<file path="config.mk">
export PLATFORM = sky130hd
export DESIGN_NAME = urm_uart
export DESIGN_NICKNAME = d
export VERILOG_FILES = /design/src/hw/urm_pkg.sv /design/src/hw/urm_uart.sv
export SDC_FILE = /design/constraint.sdc
export NUM_CORES = 1
export LEC_CHECK = 0
export BUFFER_PORTS_ARGS = -buffer_cell sky130_fd_sc_hd__buf_2
export CELL_PAD_IN_SITES_DETAIL_PLACEMENT = 0
export CELL_PAD_IN_SITES_GLOBAL_PLACEMENT = 2
export CORE_UTILIZATION = 36
export CTS_BUF_LIST = sky130_fd_sc_hd__clkbuf_2 sky130_fd_sc_hd__clkbuf_4 sky130_fd_sc_hd__clkbuf_8
export CTS_CLUSTER_DIAMETER = 200
export DETAILED_ROUTE_END_ITERATION = 7
export PLACE_DENSITY_LB_ADDON = 0.1
export RECOVER_POWER = 25
export SYNTH_ARGS = -nofsm -noshare
export SYNTH_HDL_FRONTEND = slang
export SYNTH_SLANG_ARGS = --single-unit
</file>
<file path="constraint.sdc">
create_clock -name clk_i -period 3.2 [get_ports clk_i]
set_input_delay 0.16 -clock clk_i [delete_from_list [all_inputs] [get_ports clk_i]]
set_output_delay 0.16 -clock clk_i [all_outputs]
set_load 0.03 [all_outputs]
</file>
<file path="src/hw/urm_pkg.sv">
package urm_pkg;
  // ==========================================================
  // Register indices (byte address = 4 * index)
  localparam logic [3:0] IDX_DATA = 4'h0;
  localparam logic [3:0] IDX_IEN  = 4'h1;
  localparam logic [3:0] IDX_IID  = 4'h2;
  localparam logic [3:0] IDX_LCR  = 4'h3;
  localparam logic [3:0] IDX_MCR  = 4'h4;
  localparam logic [3:0] IDX_LSR  = 4'h5;
  localparam logic [3:0] IDX_MSR  = 4'h6;
  localparam logic [3:0] IDX_SCR  = 4'h7;
  localparam logic [3:0] IDX_IST  = 4'h8;
  localparam logic [3:0] IDX_IMSK = 4'h9;
  // ==========================================================
  // Line control field positions
  localparam int LCR_STOP = 2;
  localparam int LCR_PEN  = 3;
  localparam int LCR_EPS  = 4;
  localparam int LCR_FIX  = 5;
  localparam int LCR_SIL  = 6;
  localparam int LCR_DLAB = 7;
  // ==========================================================
  // Values after reset
  localparam logic [7:0]  LCR_RST = 8'h00;
  localparam logic [15:0] DIV_RST = 16'h0001;
  // ==========================================================
  // Oversampling counts, in 16x ticks
  localparam logic [5:0] BIT_LAST  = 6'h0F;
  localparam logic [5:0] HALF_LAST = 6'h07;
  localparam logic [5:0] STOP1_T   = 6'h10;
  localparam logic [5:0] STOP15_T  = 6'h18;
  localparam logic [5:0] STOP2_T   = 6'h20;
  localparam logic [5:0] XSTOP15   = 6'h0B;
  localparam logic [5:0] XSTOP2    = 6'h0F;
  localparam logic [2:0] MIN_BITS  = 3'h4;
  // ==========================================================
  typedef enum logic [2:0] {
    TX_IDLE, TX_START, TX_DATA, TX_PAR, TX_STOP
  } urm_tx_t;
  typedef enum logic [2:0] {
    RX_IDLE, RX_START, RX_DATA, RX_PAR, RX_STOP, RX_STOP2
  } urm_rx_t;
  typedef struct packed {
    logic        psel;
    logic        penable;
    logic        pwrite;
    logic [11:0] paddr;
    logic [31:0] pwdata;
  } urm_apb_req_t;
  typedef struct packed {
    logic [31:0] prdata;
    logic        pready;
    logic        pslverr;
  } urm_apb_rsp_t;
  typedef struct packed {
    logic        ack;
    logic [31:0] prdata;
    logic        slverr;
    logic [15:0] div;
    logic [15:0] bcnt;
    logic        tick;
    logic [7:0]  lcr;
    logic [3:0]  ien;
    logic [4:0]  mcr;
    logic [7:0]  scr;
    logic [7:0]  thr;
    logic        thr_full;
    urm_tx_t     tx_st;
    logic [7:0]  tx_sh;
    logic [7:0]  tx_word;
    logic [2:0]  tx_bit;
    logic [5:0]  tx_cnt;
    logic        tx_par;
    logic        tx_out;
    logic        rx_s1;
    logic        rx_s2;
    urm_rx_t     rx_st;
    logic [7:0]  rx_sh;
    logic [2:0]  rx_bit;
    logic [5:0]  rx_cnt;
    logic        rx_perr;
    logic        rx_ferr;
    logic [7:0]  rx_buffer;
    logic        dr;
    logic        oe;
    logic        pe;
    logic        fe;
    logic        bi;
    logic [2:0]  ist;
    logic [2:0]  imsk;
  } urm_state_t;
endpackage

</file>
<file path="src/hw/urm_uart.sv">
`timescale 1ns/100ps
// Overview of operation
// - Divisor access clear: offset 0 writes transmit, reads received byte
// - Data bits travel least significant first on transmit and receive
// - Without FIFOs, identification bits 3 and 7 and status bit 7 read zero
// - Even select gives even ones count over data and parity, else odd
// - Parity sense does nothing unless parity enable is set
// - Transmitter puts the parity bit after last data bit, before stop
// - Receiver checks parity at the same position, right after data
// - Extra stop clear: one stop bit sent and checked
// - Extra stop set with five data bits: one and a half stop bits
// - Extra stop set with six to eight data bits: two stop bits
// - Length field 00..11 selects five to eight data bits
// - Divisor access set maps offsets 0 and 1 to divisor low and high
// - Fixed parity forces parity bit to inverse of even select
module urm_uart (
  input  wire logic                  clk_i,
  input  wire logic                  rstn_i,
  input  wire urm_pkg::urm_apb_req_t apb_i,
  output urm_pkg::urm_apb_rsp_t      apb_o,
  input  wire logic                  serial_in_i,
  output logic                       serial_out_o,
  output logic                       irq_o
);
  urm_pkg::urm_state_t s;
  urm_pkg::urm_state_t n;
  logic [1:0] len;
  logic [2:0] last_bit;
  logic [7:0] mask;
  logic [5:0] stop_t;
  logic [5:0] xstop;
  logic [3:0] idx;
  logic       hit;
  logic       acc;
  logic       commit;
  logic       dlab;
  logic [7:0] rx_al;
  logic [2:0] iid;
  logic [7:0] rd;
  logic       ev_rx;
  logic       ev_tx;
  logic       ev_err;
  logic       exp_par;

  // ==========================================================
  // Frame format decode
  // Length and stop count are shared by both directions
  always_comb begin
    len      = s.lcr[1:0];
    last_bit = urm_pkg::MIN_BITS + {1'b0, len};
    mask     = 8'hFF >> (2'h3 - len);
    if (!s.lcr[urm_pkg::LCR_STOP]) begin
      stop_t = urm_pkg::STOP1_T;
      xstop  = urm_pkg::XSTOP2;
    end else if (len == 2'h0) begin
      stop_t = urm_pkg::STOP15_T;
      xstop  = urm_pkg::XSTOP15;
    end else begin
      stop_t = urm_pkg::STOP2_T;
      xstop  = urm_pkg::XSTOP2;
    end
    rx_al = (s.rx_sh >> (2'h3 - len)) & mask;
  end

  // Parity of a word under the current line control
  function automatic logic par_of(input logic [7:0] d,
                                  input logic [7:0] m,
                                  input logic [7:0] lc);
    if (lc[urm_pkg::LCR_FIX]) begin
      par_of = ~lc[urm_pkg::LCR_EPS];
    end else begin
      par_of = (^(d & m)) ^ ~lc[urm_pkg::LCR_EPS];
    end
  endfunction

  // ==========================================================
  // Bus decode and read mux
  always_comb begin
    idx    = apb_i.paddr[5:2];
    hit    = (apb_i.paddr[1:0] == 2'h0) && (apb_i.paddr[11:6] == 6'h00)
             && (idx <= urm_pkg::IDX_IMSK);
    acc    = apb_i.psel && apb_i.penable;
    commit = acc && s.ack;
    dlab   = s.lcr[urm_pkg::LCR_DLAB];
    // Priority: line error, data ready, holding empty
    if ((s.oe | s.pe | s.fe | s.bi) && s.ien[2]) begin
      iid = 3'h6;
    end else if (s.dr && s.ien[0]) begin
      iid = 3'h4;
    end else if (!s.thr_full && s.ien[1]) begin
      iid = 3'h2;
    end else begin
      iid = 3'h1;
    end
    rd = 8'h00;
    if (idx == urm_pkg::IDX_DATA) begin
      rd = dlab ? s.div[7:0] : s.rx_buffer;
    end else if (idx == urm_pkg::IDX_IEN) begin
      rd = dlab ? s.div[15:8] : {4'h0, s.ien};
    end else if (idx == urm_pkg::IDX_IID) begin
      rd = {4'h0, 1'b0, iid};
    end else if (idx == urm_pkg::IDX_LCR) begin
      rd = s.lcr;
    end else if (idx == urm_pkg::IDX_MCR) begin
      rd = {3'h0, s.mcr};
    end else if (idx == urm_pkg::IDX_LSR) begin
      rd = {1'b0, !s.thr_full && (s.tx_st == urm_pkg::TX_IDLE),
            !s.thr_full, s.bi, s.fe, s.pe, s.oe, s.dr};
    end else if (idx == urm_pkg::IDX_SCR) begin
      rd = s.scr;
    end else if (idx == urm_pkg::IDX_IST) begin
      rd = {5'h00, s.ist};
    end else if (idx == urm_pkg::IDX_IMSK) begin
      rd = {5'h00, s.imsk};
    end
  end

  // ==========================================================
  // Next state: baud, transmitter, bus, receiver, events
  // Hardware sets are applied after bus clears so they win
  always_comb begin
    n      = s;
    ev_rx  = 1'b0;
    ev_tx  = 1'b0;
    ev_err = 1'b0;
    // Baud generator; divisor 0 behaves as 1
    n.tick = 1'b0;
    n.bcnt = s.bcnt + 16'h0001;
    if ((s.div <= 16'h0001) || (s.bcnt >= s.div - 16'h0001)) begin
      n.bcnt = 16'h0000;
      n.tick = 1'b1;
    end
    // Transmitter
    case (s.tx_st)
      urm_pkg::TX_IDLE: begin
        if (s.thr_full) begin
          n.tx_sh    = s.thr;
          n.tx_word  = s.thr;
          n.tx_par   = par_of(s.thr, mask, s.lcr);
          n.thr_full = 1'b0;
          n.tx_cnt   = 6'h00;
          n.tx_bit   = 3'h0;
          n.tx_st    = urm_pkg::TX_START;
          ev_tx      = 1'b1;
        end
      end
      urm_pkg::TX_START: begin
        if (s.tick) begin
          n.tx_cnt = s.tx_cnt + 6'h01;
          if (s.tx_cnt == urm_pkg::BIT_LAST) begin
            n.tx_cnt = 6'h00;
            n.tx_st  = urm_pkg::TX_DATA;
          end
        end
      end
      urm_pkg::TX_DATA: begin
        if (s.tick) begin
          n.tx_cnt = s.tx_cnt + 6'h01;
          if (s.tx_cnt == urm_pkg::BIT_LAST) begin
            n.tx_cnt = 6'h00;
            n.tx_sh  = {1'b0, s.tx_sh[7:1]};
            n.tx_bit = s.tx_bit + 3'h1;
            if (s.tx_bit == last_bit) begin
              n.tx_st = s.lcr[urm_pkg::LCR_PEN] ? urm_pkg::TX_PAR
                                                : urm_pkg::TX_STOP;
            end
          end
        end
      end
      urm_pkg::TX_PAR: begin
        if (s.tick) begin
          n.tx_cnt = s.tx_cnt + 6'h01;
          if (s.tx_cnt == urm_pkg::BIT_LAST) begin
            n.tx_cnt = 6'h00;
            n.tx_st  = urm_pkg::TX_STOP;
          end
        end
      end
      default: begin
        if (s.tick) begin
          n.tx_cnt = s.tx_cnt + 6'h01;
          if (s.tx_cnt >= stop_t - 6'h01) begin
            n.tx_cnt = 6'h00;
            n.tx_st  = urm_pkg::TX_IDLE;
          end
        end
      end
    endcase
    // APB: first access cycle latches read data, second completes
    n.ack = acc && !s.ack;
    if (acc && !s.ack) begin
      n.prdata = {24'h000000, rd};
      n.slverr = !hit;
    end
    if (commit && hit && apb_i.pwrite) begin
      if (idx == urm_pkg::IDX_DATA) begin
        if (dlab) begin
          n.div[7:0] = apb_i.pwdata[7:0];
        end else begin
          n.thr      = apb_i.pwdata[7:0];
          n.thr_full = 1'b1;
        end
      end else if (idx == urm_pkg::IDX_IEN) begin
        if (dlab) begin
          n.div[15:8] = apb_i.pwdata[7:0];
        end else begin
          n.ien = apb_i.pwdata[3:0];
        end
      end else if (idx == urm_pkg::IDX_LCR) begin
        n.lcr = apb_i.pwdata[7:0];
      end else if (idx == urm_pkg::IDX_MCR) begin
        n.mcr = apb_i.pwdata[4:0];
      end else if (idx == urm_pkg::IDX_SCR) begin
        n.scr = apb_i.pwdata[7:0];
      end else if (idx == urm_pkg::IDX_IST) begin
        n.ist = s.ist & ~apb_i.pwdata[2:0];
      end else if (idx == urm_pkg::IDX_IMSK) begin
        n.imsk = apb_i.pwdata[2:0];
      end
    end
    // Read side effects
    if (commit && hit && !apb_i.pwrite) begin
      if ((idx == urm_pkg::IDX_DATA) && !dlab) begin
        n.dr = 1'b0;
      end else if (idx == urm_pkg::IDX_LSR) begin
        n.oe = 1'b0;
        n.pe = 1'b0;
        n.fe = 1'b0;
        n.bi = 1'b0;
      end
    end
    // Receiver; first flop feeds only the second
    n.rx_s1 = serial_in_i;
    n.rx_s2 = s.rx_s1;
    case (s.rx_st)
      urm_pkg::RX_IDLE: begin
        if (!s.rx_s2) begin
          n.rx_cnt = 6'h00;
          n.rx_st  = urm_pkg::RX_START;
        end
      end
      urm_pkg::RX_START: begin
        if (s.tick) begin
          n.rx_cnt = s.rx_cnt + 6'h01;
          if (s.rx_cnt == urm_pkg::HALF_LAST) begin
            // A start shorter than half a bit is noise
            n.rx_cnt  = 6'h00;
            n.rx_bit  = 3'h0;
            n.rx_perr = 1'b0;
            n.rx_st   = s.rx_s2 ? urm_pkg::RX_IDLE : urm_pkg::RX_DATA;
          end
        end
      end
      urm_pkg::RX_DATA: begin
        if (s.tick) begin
          n.rx_cnt = s.rx_cnt + 6'h01;
          if (s.rx_cnt == urm_pkg::BIT_LAST) begin
            n.rx_cnt = 6'h00;
            n.rx_sh  = {s.rx_s2, s.rx_sh[7:1]};
            n.rx_bit = s.rx_bit + 3'h1;
            if (s.rx_bit == last_bit) begin
              n.rx_st = s.lcr[urm_pkg::LCR_PEN] ? urm_pkg::RX_PAR
                                                : urm_pkg::RX_STOP;
            end
          end
        end
      end
      urm_pkg::RX_PAR: begin
        if (s.tick) begin
          n.rx_cnt = s.rx_cnt + 6'h01;
          if (s.rx_cnt == urm_pkg::BIT_LAST) begin
            n.rx_cnt  = 6'h00;
            n.rx_perr = s.rx_s2 != par_of(rx_al, mask, s.lcr);
            n.rx_st   = urm_pkg::RX_STOP;
          end
        end
      end
      urm_pkg::RX_STOP: begin
        if (s.tick) begin
          n.rx_cnt = s.rx_cnt + 6'h01;
          if (s.rx_cnt == urm_pkg::BIT_LAST) begin
            n.rx_cnt  = 6'h00;
            n.rx_ferr = !s.rx_s2;
            n.rx_st   = urm_pkg::RX_STOP2;
          end
        end
      end
      default: begin // Second stop checked only with extra stop
        if (!s.lcr[urm_pkg::LCR_STOP] || (s.tick && s.rx_cnt >= xstop)) begin
          n.rx_st = urm_pkg::RX_IDLE;
          n.rx_buffer   = rx_al;
          n.oe    = s.dr | n.oe; // Unread byte lost
          n.dr    = 1'b1;
          n.pe    = s.rx_perr | n.pe;
          n.fe    = s.rx_ferr | n.fe
                    | !s.rx_s2 & s.lcr[urm_pkg::LCR_STOP];
          n.bi    = (s.rx_ferr && rx_al == 8'h00) | n.bi;
          ev_rx   = 1'b1;
          ev_err  = s.dr | s.rx_perr | s.rx_ferr;
        end else if (s.tick) begin
          n.rx_cnt = s.rx_cnt + 6'h01;
        end
      end
    endcase
    // Sticky events: set beats a same-cycle clear
    n.ist = n.ist | {ev_err, ev_tx, ev_rx};
    // Line level; silence forces a steady low
    if (n.tx_st == urm_pkg::TX_START) begin
      n.tx_out = 1'b0;
    end else if (n.tx_st == urm_pkg::TX_DATA) begin
      n.tx_out = n.tx_sh[0];
    end else if (n.tx_st == urm_pkg::TX_PAR) begin
      n.tx_out = n.tx_par;
    end else begin
      n.tx_out = 1'b1;
    end
    n.tx_out = n.tx_out & ~n.lcr[urm_pkg::LCR_SIL];
  end

  // ==========================================================
  // State register
  always_ff @(posedge clk_i) begin
    if (!rstn_i) begin
      s        <= '0;
      s.div    <= urm_pkg::DIV_RST;
      s.lcr    <= urm_pkg::LCR_RST;
      s.tx_out <= 1'b1;
      s.rx_s1  <= 1'b1;
      s.rx_s2  <= 1'b1;
    end else begin
      s <= n;
    end
  end

  // Outputs
  assign apb_o.prdata  = s.prdata;
  assign apb_o.pready  = acc && s.ack;
  assign apb_o.pslverr = acc && s.ack && s.slverr;
  assign serial_out_o  = s.tx_out;
  assign irq_o         = |(s.ist & s.imsk);

  always_comb begin
    exp_par = (^(s.tx_word & mask)) ^ s.tx_out;
  end
endmodule // urm_uart

</file>
==> metrics.cfg, run 1 <==
[placed_design]
place_congestion = 0.778
dpl.hpwl_um = 16600
dp.cells = 1269
port_buffers = 37
placed_area_um2 = 8290

[global_routing]
grt_overflow = 0
grt_pass1_vias = 6359
grtUsageMet1 = 0.285
grt_max_degree = 40
busiest_layer = met2
met3_usage = 0.0373
grt_pass1_wl_um = 36000
antenna_found_initial = 0
grtUsageMet2 = 0.343
gr-usage-all-layers = 0.210

[power_and_ir_drop]
pwr-share-clk = 0.427
vdd_drop_max_mv = 0.221
power_w = 0.00350
cell_internal_pwr_w = 0.00260
p_sw_frac = 0.258
p_sw_w = 0.000902
leakage_nw = 3.26
seqPwrFrac = 0.510
p_per_area_nw_per_um2 = 403
combPwrFrac = 0.063

[floorplan]
rows = 54
ioPinCount = 86
die_y_um = 151
initial_core_util = 0.366
die_area_um2 = 22800
die_w_um = 151
core-area_um2 = 21800

[layout]
fin_nets = 1090
drive_gt1_frac = 0.106
fin_cells = 1303
syn_to_final_growth_pct = 8.59
fillers = 2279
diodes = 0
fin_area_um2 = 8680

[cts]
clockBufferDepth = 2
tritoncts = done
clock-sinks = 142
clkTransAtPathRegs_ns = 0.09
cts-buffers-inserted = 17
clock_latency_ns = 0.46
cts_root_buf = clkbuf_8
ctsHtreeMaxLevel = 4
cts_setup_buffers = 0
post_cts_resized = 0

[run]
drv_cap = 1

[yosys]
yosysSeqAreaShare = 0.355
synth_edf_count = 0
ys_ff_latch = 142
avgSynthCellArea_um2 = 8.05
synth_warnings = 0
ys.flop_type = dfxtp_1
async_flop_share = 0
syn_area_um2 = 8000
synthCells = 994
ys_types = 81

[sta]
hold_violations = 0
setup_viol = 0
fin_crit_sh = 0.924
slew_viol_final = 40
fin_hold_ws_ns = 0.0308
relSlewSlack = -0.0753
clock.fmax_mhz = 338
grt_setup_unrepaired = no
period_needed_ns = 2.96
worst_pin_slew_ns = 1.60
finClkSkew_ns = 0.0126
tns_ns = 0

[setup_path]
end_kind = flip-flop
crit_required_ns = 3.54
slowest_delay_ns = 0.39
slowest_stage = dfxtp_1
crit_chain = nor4_1, and3_1, nand2_1, or3_1, xor2_1, ha_1, nand2_1, or3_1, o211ai_2, buf_4, nor2_1
arrival_ns = 3.30
cp-start-kind = flip-flop
worst_r2r_path_depth = 11
cp_max_fo = 16
rrSetupSlack_ns = 0.24
crit_type = reg2reg

[route]
wire_per_inst_um = 17.6
vias = 6777
drcViolationCount = 0
drt-vias-per-instance = 5.20
drtAntennaViolNets = 0
drtIter0Drc = 278
drtPass1Iterations = 5
routed_wl_um = 22900

[hold_path]
hold_class = in2reg
holdPathStages = 3

[run_status]
outcome = finished with violations
violations = max-capacitance violations, max-slew violations

area by class of cell:
class / instances / area (µm²) / area share
multi-input combinational: 756 / 4610 / 0.531
sequential: 142 / 2840 / 0.327
timing repair buffer: 63 / 362 / 0.0416
tap: 280 / 350 / 0.0403
clock buffer: 22 / 290 / 0.0334
inverter: 30 / 114 / 0.0131
clock inverter: 10 / 113 / 0.0130
cells by family (layout without fill, tap and decap cells):
family / count (synthesis) / count (layout) / synth area share
AOI/OAI and AO/OA: 219 / 219 / 0.172
xor gates and xnor gates: 51 / 51 / 0.0559
adders and majority gates: 30 / 30 / 0.0469
buffers and inverters: 119 / 125 / 0.0801
DFF: 142 / 142 / 0.355
muxes: 48 / 48 / 0.0607
other: 2 / 25 / 0.000939
and+or+nand+nor: 383 / 383 / 0.228
final timing paths:
kind / from / end
max reg2reg: s[128]$_SDFFE_PN0P_ / s[114]$_SDFF_PP0_
min: apb_i[5] / s[79]$_SDFFE_PN0P_
max: s[128]$_SDFFE_PN0P_ / s[114]$_SDFF_PP0_
min reg2reg: n[41]$_SDFF_PN1_ / s[41]$_SDFF_PN1_
power by group through the flow:
stage	Combinational [W]	Sequential (W)	Clock [W]
floorplan	0.000179	0.00182	0
global placement	0.000221	0.00183	0
detailed placement	0.000220	0.00183	0
CTS	0.000221	0.00179	0.00154
global route	0.000240	0.00179	0.00162
finish	0.000219	0.00179	0.00149
placed cells by master (no fill, tap or decap), types with 6 or more instances in the layout:
cell	Yosys	routed
a211oi_1	7	7
a21o_1	11	11
a21oi_1	94	94
a22oi_1	16	16
and2_1	7	7
and3_1	8	8
buf_2	16	25
buf_4	36	21
clkbuf_1	29	13
clkbuf_8	0	20
conb_1	2	25
dfxtp_1	142	142
ha_1	30	30
inv_1	29	28
mux2i_1	44	44
nand2_1	146	146
nand2b_1	6	6
nand3_1	33	33
nand4_1	9	9
nor2_1	102	102
nor2b_1	13	13
nor3_1	16	16
nor4_1	7	6
o21ai_0	33	33
or3_1	8	8
xnor2_1	29	29
xor2_1	22	22
flip-flops by register name (all words and copies together) (netlist names):
register	cells
len	2
dlab	1
serial_out_o	1
s	129
n	1
apb_o	8
Yosys cell counts, types with 3 or more instances:
master / count / area share
nand2_1: 146 / 0.069
dfxtp_1: 142 / 0.36
nor2_1: 102 / 0.048
a21oi_1: 94 / 0.059
mux2i_1: 44 / 0.055
buf_4: 36 / 0.034
nand3_1: 33 / 0.021
o21ai_0: 33 / 0.021
ha_1: 30 / 0.047
clkbuf_1: 29 / 0.014
inv_1: 29 / 0.014
xnor2_1: 29 / 0.032
xor2_1: 22 / 0.024
a22oi_1: 16 / 0.015
buf_2: 16 / 0.010
nor3_1: 16 / 0.010
nor2b_1: 13 / 0.010
a21o_1: 11 / 0.010
nand4_1: 9 / 0.0070
and3_1: 8 / 0.0063
or3_1: 8 / 0.0063
a211oi_1: 7 / 0.0066
and2_1: 7 / 0.0055
nor4_1: 7 / 0.0055
nand2b_1: 6 / 0.0047
a31oi_1: 5 / 0.0039
a221oi_1: 4 / 0.0044
a311oi_1: 4 / 0.0044
a32oi_1: 4 / 0.0044
mux2_2: 4 / 0.0056
nand3b_1: 4 / 0.0038
o211ai_1: 4 / 0.0038
buf_6: 3 / 0.0042
nor3b_1: 3 / 0.0028
o31ai_1: 3 / 0.0028
critical path: cells and delay by family (launching register included):
family          cells  cell delay [ns]
fa+ha+maj           1             0.30
flops               1             0.39
simple gates        7             1.62
compound gates      1             0.14
xor+xnor            1             0.15
buf+inv             1             0.23
what timing repair did:
action,in CTS,in global routing
hold buffers,1,1
endpoints found under the hold margin,1,1
setup endpoints to repair,0,0
routing by layer:
metal / share of wire / up-vias / wire length, µm
met5: 0 / - / 0
met4: 0.0097 / 0 / 222
met3: 0.031 / 14 / 709
met2: 0.47 / 112 / 10900
met1: 0.48 / 3206 / 11100
li1: - / 3445 / -
stage by stage:
stage,worst slack (ns),utilization
after floorplan,0.299,-
after global placement,0.261,0.380
after detailed placement,0.253,0.380
after CTS,0.243,0.399
after global routing,0.0340,0.398
final,0.244,0.398
Note: power is estimated with default switching activity, not from simulation.
==> run 2, diff against run 1 <==
--- a/config.mk
+++ b/config.mk
@@ -12,6 +12,7 @@
 export CTS_BUF_LIST = sky130_fd_sc_hd__clkbuf_2 sky130_fd_sc_hd__clkbuf_4 sky130_fd_sc_hd__clkbuf_8
 export CTS_CLUSTER_DIAMETER = 200
 export DETAILED_ROUTE_END_ITERATION = 7
+export MAX_ROUTING_LAYER = met4
 export PLACE_DENSITY_LB_ADDON = 0.1
 export RECOVER_POWER = 25
 export SYNTH_ARGS = -nofsm -noshare
==> run 2 against run 1 <==
Net effect: the flow still finishes with violations (max-capacitance violations, max-slew violations); combinational power barely moved; total power hardly changed; die area unchanged; clock skew decreased by 0.00078 ns; worst hold slack worse by 0.013 ns; largest cell class unchanged; largest power group unchanged.
==> metrics.cfg, run 2 (synthesis results as in run 1) <==
[route]
drcViolationCount = 0  ; unchanged
wire_per_inst_um = 17.6  ; +0.16%
drtAntennaViolNets = 0  ; unchanged
drtIter0Drc = 255  ; -8.3%
drt-vias-per-instance = 5.21  ; +0.19%
vias = 6785  ; +0.12%
routed_wl_um = 22900  ; about the same
drtPass1Iterations = 4  ; -1

[power_and_ir_drop]
p_sw_w = 0.000901  ; -0.10%
leakage_nw = 3.25  ; -0.13%
p_per_area_nw_per_um2 = 403  ; about the same
p_sw_frac = 0.258  ; about the same
pwr-share-clk = 0.427  ; about the same
vdd_drop_max_mv = 0.222  ; +0.56%
seqPwrFrac = 0.511  ; about the same
cell_internal_pwr_w = 0.00259  ; about the same
combPwrFrac = 0.062  ; about the same

[floorplan]
initial_core_util = 0.366  ; unchanged
die_w_um = 151  ; unchanged
core-area_um2 = 21800  ; unchanged
die_area_um2 = 22800  ; unchanged
rows = 54  ; unchanged
die_y_um = 151  ; unchanged
ioPinCount = 86  ; unchanged

[cts]
clockBufferDepth = 2  ; unchanged
cts_root_buf = clkbuf_8
tritoncts = done
cts-buffers-inserted = 17  ; unchanged
clock-sinks = 142  ; unchanged
cts_setup_buffers = 0  ; unchanged
ctsHtreeMaxLevel = 4  ; unchanged
clkTransAtPathRegs_ns = 0.08  ; about the same
clock_latency_ns = 0.46  ; about the same

[global_routing]
gr-usage-all-layers = 0.215  ; +0.00539
grt_max_degree = 40  ; unchanged
grtUsageMet1 = 0.282  ; -0.00278
met3_usage = 0.0346  ; -0.00271
busiest_layer = met2
antenna_found_initial = 0  ; unchanged
grt_pass1_vias = 6373  ; +0.22%
grtUsageMet2 = 0.345  ; +0.00161
grt_pass1_wl_um = 36000  ; -0.19%
grt_overflow = 0  ; unchanged

[layout]
drive_gt1_frac = 0.106  ; about the same
multi_input_area_um2 = 4610  ; unchanged
syn_to_final_growth_pct = 8.46
fillers = 2280  ; +0.044%
largest_reg_flops = 129  ; unchanged
largest_register = s
fin_nets = 1089  ; -0.092%
fin_area_um2 = 8670  ; -0.12%
layout_commonest_cell = nand2_1
final_core_utilization = 0.397  ; -0.000458
diodes = 0  ; unchanged
seq_area_um2 = 2840  ; unchanged
final_cell_mix = nand2_1 (146), dfxtp_1 (142), nor2_1 (102)

[sta]
slew_viol_final = 40  ; unchanged
clock.fmax_mhz = 339  ; about the same
grt_setup_unrepaired = no
period_needed_ns = 2.95  ; -0.00265 ns
finClkSkew_ns = 0.0118  ; -0.000775 ns
worst_pin_slew_ns = 1.59  ; -0.0165 ns
tns_ns = 0  ; unchanged
hold_violations = 0  ; unchanged
relSlewSlack = -0.0642  ; +0.0110
fin_crit_sh = 0.923  ; about the same
setup_viol = 0  ; unchanged

[setup_path]
rrSetupSlack_ns = 0.25  ; about the same
reg2reg_to = s[114]$_SDFF_PP0_
slowest_stage = dfxtp_1
cp-start-kind = flip-flop
end_kind = flip-flop
crit_chain = nor4_1, and3_1, nand2_1, or3_1, xor2_1, ha_1, nand2_1, or3_1, o211ai_2, buf_4, nor2_1
critPathLaunch = s[128]$_SDFFE_PN0P_
worst_r2r_path_depth = 11  ; unchanged
rr_startpoint = s[128]$_SDFFE_PN0P_
arrival_ns = 3.29  ; about the same
cpLargestDelayFamily = simple AND/OR/NAND/NOR gates
path_buf_inv = 1  ; unchanged
slowest_delay_ns = 0.39  ; about the same
cp_max_fo = 16  ; unchanged
crit_type = reg2reg
crit_required_ns = 3.54  ; about the same

[run]
drv_cap = 1  ; unchanged

[hold_path]
hold_class = in2reg
min_to = s[80]$_SDFFE_PN0P_
holdPathStages = 3  ; unchanged
holdCritStartpoint = apb_i[6]

[placed_design]
place_congestion = 0.792  ; +1.8%
port_buffers = 37  ; unchanged
dpl.hpwl_um = 16600  ; unchanged
placed_area_um2 = 8290  ; unchanged

[run_status]
violations = max-capacitance violations, max-slew violations
outcome = finished with violations

run 2: cell types whose count changed in the layout (fill, tap and decap cells not counted), sizes merged:
| cell | previous run | this run |
|---|---|---|
| dlygate4sd3 | 2 | 1 |
run 2: routing by layer:
metal / wire (µm) / part of all wire
met1: 11100 / 0.48
met2: 10900 / 0.47
met3: 666 / 0.029
met4: 259 / 0.011
met5: 0 / 0
run 2: worst register-to-register path, delay by kind of cell, from the launching register on:
| kind | cells | cell delay (ns) |
|---|---|---|
| compound gates | 1 | 0.15 |
| flops | 1 | 0.39 |
| simple gates | 7 | 1.62 |
| buf+inv | 1 | 0.23 |
| fa+ha+maj | 1 | 0.30 |
| xor+xnor | 1 | 0.15 |
run 2: through the flow:
step           power (W)  cells  setup WS [ns]  hold WS [ns]
6_report         0.00350   1302          0.247        0.0175
5_1_grt          0.00364   1302         0.0311       0.00273
4_1_cts          0.00354   1302          0.243       0.00143
3_5_place_dp     0.00205   1269          0.253         0.345
3_3_place_gp     0.00205   1269          0.261         0.342
2_1_floorplan    0.00200   1017          0.299         0.261
run 2: power groups by stage:
stage                     Combinational [W]  Sequential [W]  Clock (W)
after floorplan                    0.000179         0.00182          0
after global placement             0.000221         0.00183          0
after detailed placement           0.000220         0.00183          0
after CTS                          0.000221         0.00179    0.00154
final                              0.000218         0.00179    0.00149
after global routing               0.000239         0.00179    0.00161
run 2: what timing repair did:
item	4_1_cts	5_1_grt
resized for setup	0	0
hold endpoints to repair	1	0
hold buffers	1	0
run 2: worst max-delay path by stage:
stage                   endpoint  slack [ns]  cells past startpoint
6_report       s[114]$_SDFF_PP0_        0.25                     11
4_1_cts        s[114]$_SDFF_PP0_        0.24                     11
3_5_place_dp   s[120]$_SDFF_PP0_        0.25                     11
3_3_place_gp   s[120]$_SDFF_PP0_        0.26                     11
2_1_floorplan  s[120]$_SDFF_PP0_        0.30                     12
5_1_grt        s[110]$_SDFF_PP0_        0.03                     11
run 2: layout make-up:
type,count,area share
inverters,30,0.0131
clock buffers,22,0.0335
clock inverters,10,0.0130
multi-input cells,756,0.532
flip-flops and latches,142,0.328
repair buffers,62,0.0405
well taps,280,0.0404
==> run 3, diff against run 2 <==
--- a/config.mk
+++ b/config.mk
@@ -14,7 +14,7 @@
 export DETAILED_ROUTE_END_ITERATION = 7
 export MAX_ROUTING_LAYER = met4
 export PLACE_DENSITY_LB_ADDON = 0.1
-export RECOVER_POWER = 25
+export RECOVER_POWER = 50
 export SYNTH_ARGS = -nofsm -noshare
 export SYNTH_HDL_FRONTEND = slang
 export SYNTH_SLANG_ARGS = --single-unit
==> constraint.sdc (replaced) <==
create_clock -name clk_i -period 3 [get_ports clk_i]
set_input_delay 0.15 -clock clk_i [delete_from_list [all_inputs] [get_ports clk_i]]
set_output_delay 0.15 -clock clk_i [all_outputs]
set_load 0.02 [all_outputs]
==> run 3 against run 2 <==
Net effect: the flow now finishes without violations; highest routed layer unchanged; final cell count rose by 1.2%; global-route usage fell by 0.18 points; design area rose by 2.0%; fmax rose by 6.6%; non-clock buffer count rose by 15; first-iteration DRC count rose by 17%; critical endpoint is now s[112]$_SDFF_PP0_; utilization rose by 0.80 points; worst hold slack improved by 0.015 ns; sequential share of layout area fell by 0.65 points; largest power group unchanged; clock power rose by 25%.
==> metrics.cfg, run 3 (synthesis results as in run 1) <==
[floorplan]
die_area_um2 = 22800  ; unchanged
initial_core_util = 0.366  ; unchanged
die_y_um = 151  ; unchanged
core-area_um2 = 21800  ; unchanged
ioPinCount = 86  ; unchanged
die_w_um = 151  ; unchanged
rows = 54  ; unchanged

[power_and_ir_drop]
p_per_area_nw_per_um2 = 451  ; +12%
leakage_nw = 3.33  ; +2.5%
vdd_drop_max_mv = 0.264  ; +19%

[sta]
fin_hold_ws_ns = 0.0320  ; +0.0145 ns
worst_pin_slew_ns = 1.03  ; -0.560 ns
fin_crit_sh = 0.923  ; about the same
hold_violations = 0  ; unchanged
slew_viol_final = 0  ; -100%
setup_viol = 0  ; unchanged
grt_setup_unrepaired = no
relSlewSlack = 0.309  ; +0.373
period_needed_ns = 2.77  ; -0.184 ns
tns_ns = 0  ; unchanged
finClkSkew_ns = 0.0123  ; +0.000446 ns
clock.fmax_mhz = 361  ; +6.6%

[setup_path]
arrival_ns = 3.10  ; -0.19 ns
end_kind = flip-flop
cp-start-kind = flip-flop
crit_required_ns = 3.34  ; -0.20 ns
cp_max_fo = 16  ; unchanged
crit_type = reg2reg

[placed_design]
port_buffers = 37  ; unchanged
place_congestion = 0.813  ; +2.7%
dpl.hpwl_um = 16600  ; +0.40%

[layout]
largest_register = s
layout_commonest_cell = nand2_1
fin_nets = 1104  ; +1.4%
largest_reg_flops = 129  ; unchanged
drive_gt1_frac = 0.108  ; +0.00233
final_cell_mix = nand2_1 (146), dfxtp_1 (142), nor2_1 (103)
syn_to_final_growth_pct = 10.7
diodes = 0  ; unchanged

[cts]
clock_latency_ns = 0.44  ; -0.02 ns
cts_setup_buffers = 0  ; unchanged
clock-sinks = 142  ; unchanged
clkTransAtPathRegs_ns = 0.08  ; about the same
clockBufferDepth = 2  ; unchanged
cts_root_buf = clkbuf_8
tritoncts = done
ctsHtreeMaxLevel = 4  ; unchanged
cts-buffers-inserted = 17  ; unchanged

[hold_path]
hold_class = in2reg

[route]
drcViolationCount = 0  ; unchanged
routed_wl_um = 22800  ; -0.60%
drtAntennaViolNets = 0  ; unchanged
vias = 6769  ; -0.24%
drtPass1Iterations = 5  ; +1
drtIter0Drc = 299  ; +17%
drt-vias-per-instance = 5.14  ; -1.4%
wire_per_inst_um = 17.3  ; -1.7%

[global_routing]
gr-usage-all-layers = 0.213  ; -0.00185
grt_pass1_wl_um = 35900  ; -0.11%
grt_max_degree = 35  ; -13%
grt_overflow = 0  ; unchanged
grt_pass1_vias = 6345  ; -0.44%
antenna_found_initial = 0  ; unchanged

[run_status]
outcome = complete, no violations

[run]
drv_cap = 0  ; -1

## run 3: cell count changes in the layout (fill, tap and decap cells not counted), moves of 2 or more
| cell | previous run | this run |
|---|---|---|
| clkbuf_1 | 13 | 19 |
| clkbuf_4 | 2 | 0 |
| bufinv_16 | 2 | 5 |
| buf_4 | 21 | 30 |
| clkinv_2 | 4 | 1 |
| clkbuf_2 | 2 | 0 |
## run 3: cell type report
| class | instances | area, µm² |
|---|---|---|
| Sequential cell | 142 | 2840 |
| Inverter | 30 | 114 |
| Timing Repair Buffer | 77 | 462 |
| Fill cell | 2297 | 13000 |
| Multi-Input combinational cell | 756 | 4600 |
| Clock buffer | 20 | 275 |
| Tap cell | 280 | 350 |
| Clock inverter | 12 | 208 |
## run 3: worst paths after layout
kind                        from            endpoint  slack [ns]  cells after the start
min reg2reg     n[41]$_SDFF_PN1_    s[41]$_SDFF_PN1_        0.41                      1
max          s[131]$_SDFFE_PN0P_   s[112]$_SDFF_PP0_        0.23                     11
min                     apb_i[7]  s[81]$_SDFFE_PN0P_        0.03                      3
max reg2reg  s[131]$_SDFFE_PN0P_   s[112]$_SDFF_PP0_        0.23                     11
## run 3: per-stage QoR
stage,instance area (µm²),utilization,total power (W),cells,setup WS [ns]
after floorplan,8080,-,0.00212,1017,0.0990
after global placement,8400,0.385,0.00217,1283,0.156
after detailed placement,8400,0.385,0.00217,1283,0.113
after CTS,8910,0.408,0.00404,1317,0.108
after global routing,8850,0.406,0.00414,1317,0.0420
final,8850,0.406,0.00399,1317,0.231
## run 3: report_power, final
group          total, W  internal, W  switching, W
combinational  0.000224    0.0000603      0.000164
sequential      0.00190      0.00189     0.0000106
clock           0.00186      0.00106      0.000798
total           0.00399      0.00302      0.000973
## run 3: timing repair
item	4_1_cts	5_1_grt
endpoints found under the hold margin	2	0
hold buffers	2	0
gates resized for setup	0	3
setup endpoints to repair	0	16
## run 3: routing by layer
layer	wire length [µm]	global-route usage
met5	0	-
met4	259	0.0425
met3	579	0.0355
met2	10800	0.344
met1	11200	0.280
## run 3: critical path, stage by stage, from the launching register on
cell and delay [ns]:
dfxtp_1 0.36, nor4_2 0.33, and3_4 0.26, nand2_1 0.07, or3_1 0.32, xor2_1 0.16
ha_1 0.31, nand2_1 0.06, or3_1 0.39, o211ai_2 0.20, buf_12 0.17, nor2_1 0.05
